## src/wks_pkg.sv

```systemverilog
// Package for the wake key sequence detector: sizes, widths and state encoding.
// Assumes a single 125 MHz clock domain shared by all users of these constants.
`default_nettype none
package wks_pkg;
  localparam int WKS_MAX_ENTRIES = 6;
  localparam int WKS_KEY_W = 4;
  localparam int WKS_LEN_W = 3;
  localparam int WKS_IDX_W = 3;
  localparam logic [WKS_IDX_W-1:0] WKS_IDX_RESET = 3'h0;
  localparam logic [WKS_KEY_W-1:0] WKS_KEY_RESET = 4'h0;
  typedef enum logic [1:0] {
    WKS_DOZE,
    WKS_ACTIVE
  } wks_mode_t;
endpackage
`default_nettype wire

```

## src/wks_detector.sv

```systemverilog
// Wake key sequence detector: holds the device in the low-power scanning state until a
// configured key sequence is entered, or until a host or input event asks for wake-up.
// Assumes key touch and release strobes are single-cycle and synchronous to clk.
// Assumes the configuration inputs hold steady while a sequence is being entered.
// The host side returns the device to the low-power state with enter_doze.
`default_nettype none
module wks_detector
  import wks_pkg::*;
(
  input wire logic clk,
  input wire logic rst,
  input wire logic seq_enable,
  input wire logic [wks_pkg::WKS_LEN_W-1:0] seq_length,
  input wire logic [wks_pkg::WKS_MAX_ENTRIES*wks_pkg::WKS_KEY_W-1:0] seq_keys,
  input wire logic key_touch,
  input wire logic key_release,
  input wire logic [wks_pkg::WKS_KEY_W-1:0] key_id,
  input wire logic general_purpose_input_event,
  input wire logic i2c_wake_cmd,
  input wire logic enter_doze,
  output logic active_mode,
  output logic wake_pulse,
  output logic [wks_pkg::WKS_IDX_W-1:0] seq_progress
);
  import wks_pkg::*;

  // Touch and release tracking.
  logic held_q;
  logic held_d;
  logic [WKS_KEY_W-1:0] held_key_q;
  logic [WKS_KEY_W-1:0] held_key_d;

  // Power mode and position in the sequence.
  wks_mode_t mode_q;
  wks_mode_t mode_d;
  logic [WKS_IDX_W-1:0] idx_q;
  logic [WKS_IDX_W-1:0] idx_d;
  logic wake_d;

  // Next values of the registered outputs.
  logic active_d;
  logic [WKS_IDX_W-1:0] progress_d;

  // Decoded conditions.
  logic [WKS_KEY_W-1:0] expected;
  logic [WKS_KEY_W-1:0] first_key;
  logic [WKS_LEN_W-1:0] eff_len;
  logic key_valid;
  logic ext_wake;
  logic seq_live;
  logic match_next;
  logic match_first;
  logic last_entry;
  logic single_entry;

  // Lengths above the supported maximum are clamped so that a match can always finish.
  assign eff_len = (seq_length > WKS_LEN_W'(WKS_MAX_ENTRIES)) ? WKS_LEN_W'(WKS_MAX_ENTRIES) : seq_length;

  assign expected = seq_keys[idx_q*WKS_KEY_W +: WKS_KEY_W];

  assign first_key = seq_keys[WKS_KEY_W-1:0];

  assign ext_wake = general_purpose_input_event || i2c_wake_cmd;

  // A zero length means no sequence is configured, so keys are ignored then.
  assign seq_live = seq_enable && (eff_len != '0);

  // Touch then release
  // A touch in the same cycle wins, so a coinciding release validates nothing.
  assign key_valid = held_q && key_release && !key_touch && (key_id == held_key_q);

  assign match_next = (key_id == expected);

  assign match_first = (key_id == first_key);

  assign last_entry = (({1'b0, idx_q} + 4'h1) >= {1'b0, eff_len});

  assign single_entry = (eff_len == 3'h1);

  always_comb begin
    held_d = held_q;
    held_key_d = held_key_q;
    if (key_touch) begin
      held_d = 1'b1;
      held_key_d = key_id;
    end else if (key_release) begin
      // Any release ends the hold, so a release of another key is simply dropped.
      held_d = 1'b0;
    end
  end

  always_ff @(posedge clk or posedge rst) begin
    if (rst) begin
      held_q <= 1'b0;
      held_key_q <= WKS_KEY_RESET;
    end else begin
      held_q <= held_d;
      held_key_q <= held_key_d;
    end
  end

  always_comb begin
    mode_d = mode_q;
    idx_d = idx_q;
    wake_d = 1'b0;
    case (mode_q)
      WKS_DOZE: begin
        if (ext_wake) begin
          mode_d = WKS_ACTIVE;
          wake_d = 1'b1;
          idx_d = WKS_IDX_RESET;
        end else if (!seq_live) begin
          idx_d = WKS_IDX_RESET;
        end else if (key_valid) begin
          if (match_next) begin
            if (last_entry) begin
              mode_d = WKS_ACTIVE;
              wake_d = 1'b1;
              idx_d = WKS_IDX_RESET;
            end else begin
              idx_d = idx_q + 3'h1;
            end
          end else if (match_first) begin
            // Wrong key restarts
            // The wrong key already counts as the first entry of a new attempt.
            if (single_entry) begin
              mode_d = WKS_ACTIVE;
              wake_d = 1'b1;
              idx_d = WKS_IDX_RESET;
            end else begin
              idx_d = 3'h1;
            end
          end else begin
            idx_d = WKS_IDX_RESET;
          end
        end
      end
      WKS_ACTIVE: begin
        idx_d = WKS_IDX_RESET;
        if (enter_doze) begin
          mode_d = WKS_DOZE;
        end
      end
      default: begin
        mode_d = WKS_DOZE;
        idx_d = WKS_IDX_RESET;
      end
    endcase
  end

  always_ff @(posedge clk or posedge rst) begin
    if (rst) begin
      mode_q <= WKS_DOZE;
      idx_q <= WKS_IDX_RESET;
    end else begin
      mode_q <= mode_d;
      idx_q <= idx_d;
    end
  end

  // Outputs are taken from the next-state values so that they change on the same edge
  // that samples the causing input, while still coming straight from flip-flops.
  always_comb begin
    active_d = (mode_d == WKS_ACTIVE);
    progress_d = idx_d;
  end

  always_ff @(posedge clk or posedge rst) begin
    if (rst) begin
      active_mode <= 1'b0;
      wake_pulse <= 1'b0;
      seq_progress <= WKS_IDX_RESET;
    end else begin
      active_mode <= active_d;
      wake_pulse <= wake_d;
      seq_progress <= progress_d;
    end
  end
endmodule
`default_nettype wire

```

## config.mk

```make
export PLATFORM = sky130hd
export DESIGN_NAME = wks_detector
export DESIGN_NICKNAME = d
export VERILOG_FILES = /design/src/wks_pkg.sv /design/src/wks_detector.sv
export SDC_FILE = /design/constraint.sdc
export NUM_CORES = 1
export LEC_CHECK = 0
export BUFFER_PORTS_ARGS = -buffer_cell sky130_fd_sc_hd__buf_2
export CORE_MARGIN = 2
export CORE_UTILIZATION = 40
export CTS_CLUSTER_SIZE = 8
export DETAILED_ROUTE_END_ITERATION = 8
export PLACE_DENSITY = 0.67
export SETUP_SLACK_MARGIN = 0.5
export SLEW_MARGIN = 10
export SYNTH_ARGS = -nofsm -noshare
export SYNTH_HDL_FRONTEND = slang
export SYNTH_SLANG_ARGS = --single-unit
export TNS_END_PERCENT = 50
```

## constraint.sdc

```tcl
create_clock -name clk -period 5.5 [get_ports clk]
set_clock_uncertainty 0.05 [all_clocks]
set_input_delay 0.825 -clock clk [delete_from_list [all_inputs] [get_ports clk]]
set_output_delay 0.825 -clock clk [all_outputs]
set_load 0.05 [all_outputs]
```

# Word-level counts from Yosys, hierarchy flattened

Index checks and enable logic that the tools add are counted.

$add $sub $neg: 2
Magnitude comparators: 2
Eq/ne operators: 7
Shifts and indexed selects: 1
Mux-type cells: 28
Reductions and logical operators: 9

Operators by type and width:

| kind                                                 | count |
|---|---|
| two-way mux 3 bit                                    | 8 |
| variable part select 24 x 6 -> 4 bit                 | 1 |
| two-way mux 2 bit                                    | 8 |
| equality test 4 bit                                  | 3 |
| two-way mux 1 bit                                    | 11 |
| adder 3 x 1 -> 4 bit, second input constant          | 1 |
| equality test 2 x 1 -> 1 bit, second input constant  | 2 |
| greater-or-equal comparator 4 x 3 -> 1 bit           | 1 |
| logical AND 1 bit                                    | 4 |
| != test 4 bit, second input constant                 | 1 |
| one-hot mux 2 bit (2 select lines)                   | 1 |
| adder 3 x 1 -> 3 bit, second input constant          | 1 |
| equality test 3 x 1 -> 1 bit, second input constant  | 1 |
| greater-than comparator 3 bit, second input constant | 1 |
| nonzero test 3 bit                                   | 1 |
| logical NOT 2 bit                                    | 1 |
| nonzero test 2 bit                                   | 1 |
| logical NOT 1 bit                                    | 1 |
| logical OR 1 bit                                     | 1 |

Flip-flop bits (word level): 12
Input port bits: 39
Output and inout bits: 5
Word-level logic and storage cells: 55

# Longest topological paths before layout

Word-level depth: 11
Gate-level depth with buffers: 9
Gate-level depth less buffers: 8

# Worst setup path after synthesis

Ideal clock, no wire load.

Path kind: input to register
From: in seq_length[0] (netlist bit)
To: reg active_mode
Setup time: 0.126 ns
Arrival time: 2.121 ns
Data required time: 5.324 ns
Slack: 3.203 ns
Stages: 8
Buffers on the path: 0
Cell sequence: a21boi_0 -> ha_1 -> nand2b_1 -> a21o_1 -> a211oi_1 -> nor3_1 -> nor2_1 -> mux2i_1

Longest elaborated chain between the ends: 11
Elaborated cells between the ends (all ways): 15
Those cells by class: order compare: 2; eq/ne: 2; mux: 9; reduce/logical: 2

RTL lines:

| element                                                                                            | RTL line            | source |
|---|---|---|
| start, declared                                                                                    | wks_detector.sv:13  | `input wire logic [wks_pkg::WKS_LEN_W-1:0] seq_length,` |
| greater-than comparator 3 bit                                                                      | wks_detector.sv:57  | `assign eff_len = (seq_length > WKS_LEN_W'(WKS_MAX_ENTRIES)) ? WKS_LEN_W'(WKS_MAX_ENTRIES) : seq_length;` |
| two-way mux 3 bit *                                                                                | wks_detector.sv:57  |  |
| parallel branches: the longest is 5 deep, another holds greater-or-equal comparator 4 x 3 -> 1 bit | -                   |  |
| two-way mux 2 bit *                                                                                | wks_detector.sv:112 | `end else if (!seq_live) begin` |
| two-way mux 2 bit *                                                                                | wks_detector.sv:108 | `if (ext_wake) begin` |
| one-hot mux 2 bit (2 select lines) *                                                               | wks_detector.sv:106 | `case (mode_q)` |
| equality test 2 x 1 -> 1 bit *                                                                     | wks_detector.sv:164 | `active_d = (mode_d == WKS_ACTIVE);` |
| named net active_d                                                                                 | wks_detector.sv:41  | `logic active_d;` |
| end signal, assigned                                                                               | wks_detector.sv:174 | `active_mode <= active_d;` |
| end, declared                                                                                      | wks_detector.sv:21  | `output logic active_mode,` |

Mark *: on every way through the listed nets, which the timed path passes.
A chain may end at the register's enable or synchronous reset.

==> impl_results.md <==
- Detailed-route via count: 1074
- Clock buffer count from CTS: 3
- Yosys warnings: 0
- Setup TNS: 0 ps
- Vias per cell: 5.397
- Gr ovfl total: 0
- Die ar.: 3377 um^2
- Startpoint types: register
- Highest-delay cell along the critical path: dfrtp_1
- Critical Path Fanout Max: 19
- Required @ worst endpoint: 5600 ps
- Final hold violations: 0
- Hold_buf cts: 0
- Cell repeated most along the worst path: ha_1
- Worst slew pin tran: 838.9 ps
- Share of cells above drive strength 1: 31.55%
- Largest delay share family, worst path: flip-flops
- WP buf/inv: 0
- ANT nets after route: 0
- Synth Flop Type: dfrtp_1
- Post-CTS Setup Bufs: 0
- Final setup margin: 2881 ps
- DRC Markers: 0
- Rel. slew slack: 44.07%
- Worst setup EP type: register
- Drt total wl: 2.467 mm
- WP depth: 7
- Vias in the first global route: 961
- PnR Total Power: 0.2291 mW
- Die height: 58.11 um
- Tot GR Track Use: 15.25%
- Pin count of the biggest net entering global routing: 20
- Post-synth EDFFs: 0
- Syn_nets: 173
- Final setup violation count: 0
- Clk root buf: clkbuf_4
- Sequential fraction of the synthesis area: 25.64%
- Post-synthesis cell count: 130
- Initial core utilization: 42.47%
- Routability cong.: 0.8410
- Port Buffers: 43
- Max VDD drop: 0.0001941 V
- Dpl cells: 195
- Leakage power: 0.7143 nW
- Reg2reg path depth: 7
- Crit-path max cell delay: 890 ps
- Ports: 44
- H-tree depth: 1
- Rows: 19
- Hold WC Path Type: reg -> reg
- CTS tree: yes
- # resized after CTS: 0
- Synth Cell Area: 1171 um^2
- Async set or reset register ratio after synthesis: 100.0%
- DIE WIDTH: 58.11 um
- Initial antenna violation count: 0
- Clock latency on the worst-skew pair: 270 ps
- Clock Pin Slew Worst Setup and Hold Paths: 70 ps
- Multi-input logic area: 788.3 um^2
- Clock sink count: 12
- Worst path cell trace: ha_1 -> ha_1 -> a21o_1 -> a211oi_1 -> nor3_1 -> nor2_1 -> mux2i_1
- Arrival @ worst endpoint: 2720 ps
- Fin crit share: 47.62%
- Minimum clock period: 2619 ps
- Inserted Diodes: 0
- Clk buf depth: 2
- Status: completed
- Setup CP Type: reg -> reg
- Post-layout util: 50.68%
- HPWL after DPL: 2.010 mm
- DRT Pass-1 Iters: 2
- Routed WL per cell: 12.40 um
- Fill cells: 284
- Final count of pins violating max slew: 0
- Non-Filler Instances: 199
- Starting DRT DRC Count: 10
- Global-route wire length before repair: 4.140 mm
- # Max-Cap Violations: 0
- Net count, final: 212
- Setup WS pre-CTS: 2853 ps
- Register bit total from synthesis: 12
- Core region area: 2758 um^2
- Cell variety after synth: 34
- P&R area growth vs syn: 19.34%
- WHS Path Cells: 1
- Mean Syn Cell Area: 9.009 um^2
- RSZ-0062 raised after global routing: false
- Fmax: 0.3818 GHz
- Power per cell area: 163.9 nW/um^2
- Register Area: 300.3 um^2
layer usage:
layer,wire length [um],share of wire [%],track usage (%),vias to the layer above
met5,0,0,0,-
met4,6,0.24,0.9967,0
met3,189,7.7,4.018,2
met2,1126,46,25.81,38
met1,1144,46,20.47,493
li1,-,-,-,541
cell type report:
cell class              count  area share (%)
well taps                  31           2.775
multi-input cells         104           56.40
flip-flops and latches     12           21.49
clock buffers               4           2.596
repair buffers             43           15.40
inverters                   5           1.343
per-stage QoR:
step                      area [um^2]  hold slack (ps)
final                            1398            429.8
after global routing             1398            460.9
after CTS                        1398            434.7
after detailed placement         1361            417.6
after global placement           1361            404.6
after floorplan                  1171            395.1
logic make-up after synthesis:
group,count (synthesis),synth area share [%]
compound gates,22,13.14
simple gates,40,18.91
buf+inv,14,7.050
fa+ha+maj,4,4.274
mux,22,19.44
xor+xnor,15,11.22
flops,12,25.64
other cells,1,0.3202
power by group:
| group | switching [mW] | internal, mW |
|---|---|---|
| combinational | 0.0331 | 0.0308 |
| sequential | 0.00317 | 0.0944 |
| clock | 0.0273 | 0.0402 |
| total | 0.0636 | 0.165 |
placed cells by master (no fill, tap or decap), drive strengths merged, types with 4 or more instances in the layout:
| cell | Yosys | final |
|---|---|---|
| and3b | 5 | 5 |
| buf | 6 | 43 |
| clkbuf | 3 | 4 |
| dfrtp | 12 | 12 |
| ha | 4 | 4 |
| inv | 5 | 5 |
| mux2 | 6 | 6 |
| mux2i | 16 | 16 |
| nand2 | 4 | 4 |
| nor2 | 8 | 8 |
| nor3 | 9 | 9 |
| o21ai | 6 | 6 |
| xor2 | 12 | 12 |
registers in the layout, indices dropped and copies added, names as in the netlist:
register      cells
active_mode       1
held_key_q        4
held_q            1
mode_q            2
seq_progress      3
wake_pulse        1
path summary, 6_finish.rpt:
path,from,end,slack [ps]
max reg2reg,seq_progress[0]$_DFFE_PP0P_,mode_q[0]$_DFF_PP0_,2880
max,seq_progress[0]$_DFFE_PP0P_,mode_q[0]$_DFF_PP0_,2880
max in group asynchronous,rst,held_key_q[0]$_DFFE_PP0P_,4600
min in group asynchronous,rst,wake_pulse$_DFF_PP0_,490
min reg2reg,held_q$_DFFE_PP0P_,held_q$_DFFE_PP0P_,430
min,held_q$_DFFE_PP0P_,held_q$_DFFE_PP0P_,430
cells in the mapped netlist, types with 2 or more instances:
cell,number,area share (%)
a211oi_1,3,1.9
a21boi_0,2,1.3
a21o_1,3,1.9
a22o_1,3,2.2
and3_1,3,1.6
and3b_1,5,3.7
buf_2,3,1.3
buf_6,2,1.9
clkbuf_1,3,0.96
dfrtp_1,12,26
ha_1,4,4.3
inv_1,5,1.6
mux2_2,6,5.8
mux2i_1,16,14
nand2_1,4,1.3
nand2b_1,3,1.6
nand3_1,2,0.85
nand4_1,2,1.1
nor2_1,8,2.6
nor3_1,9,3.8
o21ai_0,4,1.7
o21ai_1,2,0.85
o22ai_1,2,1.1
xnor2_1,3,2.2
xor2_1,12,9.0
(Power assumes the default switching activity.)
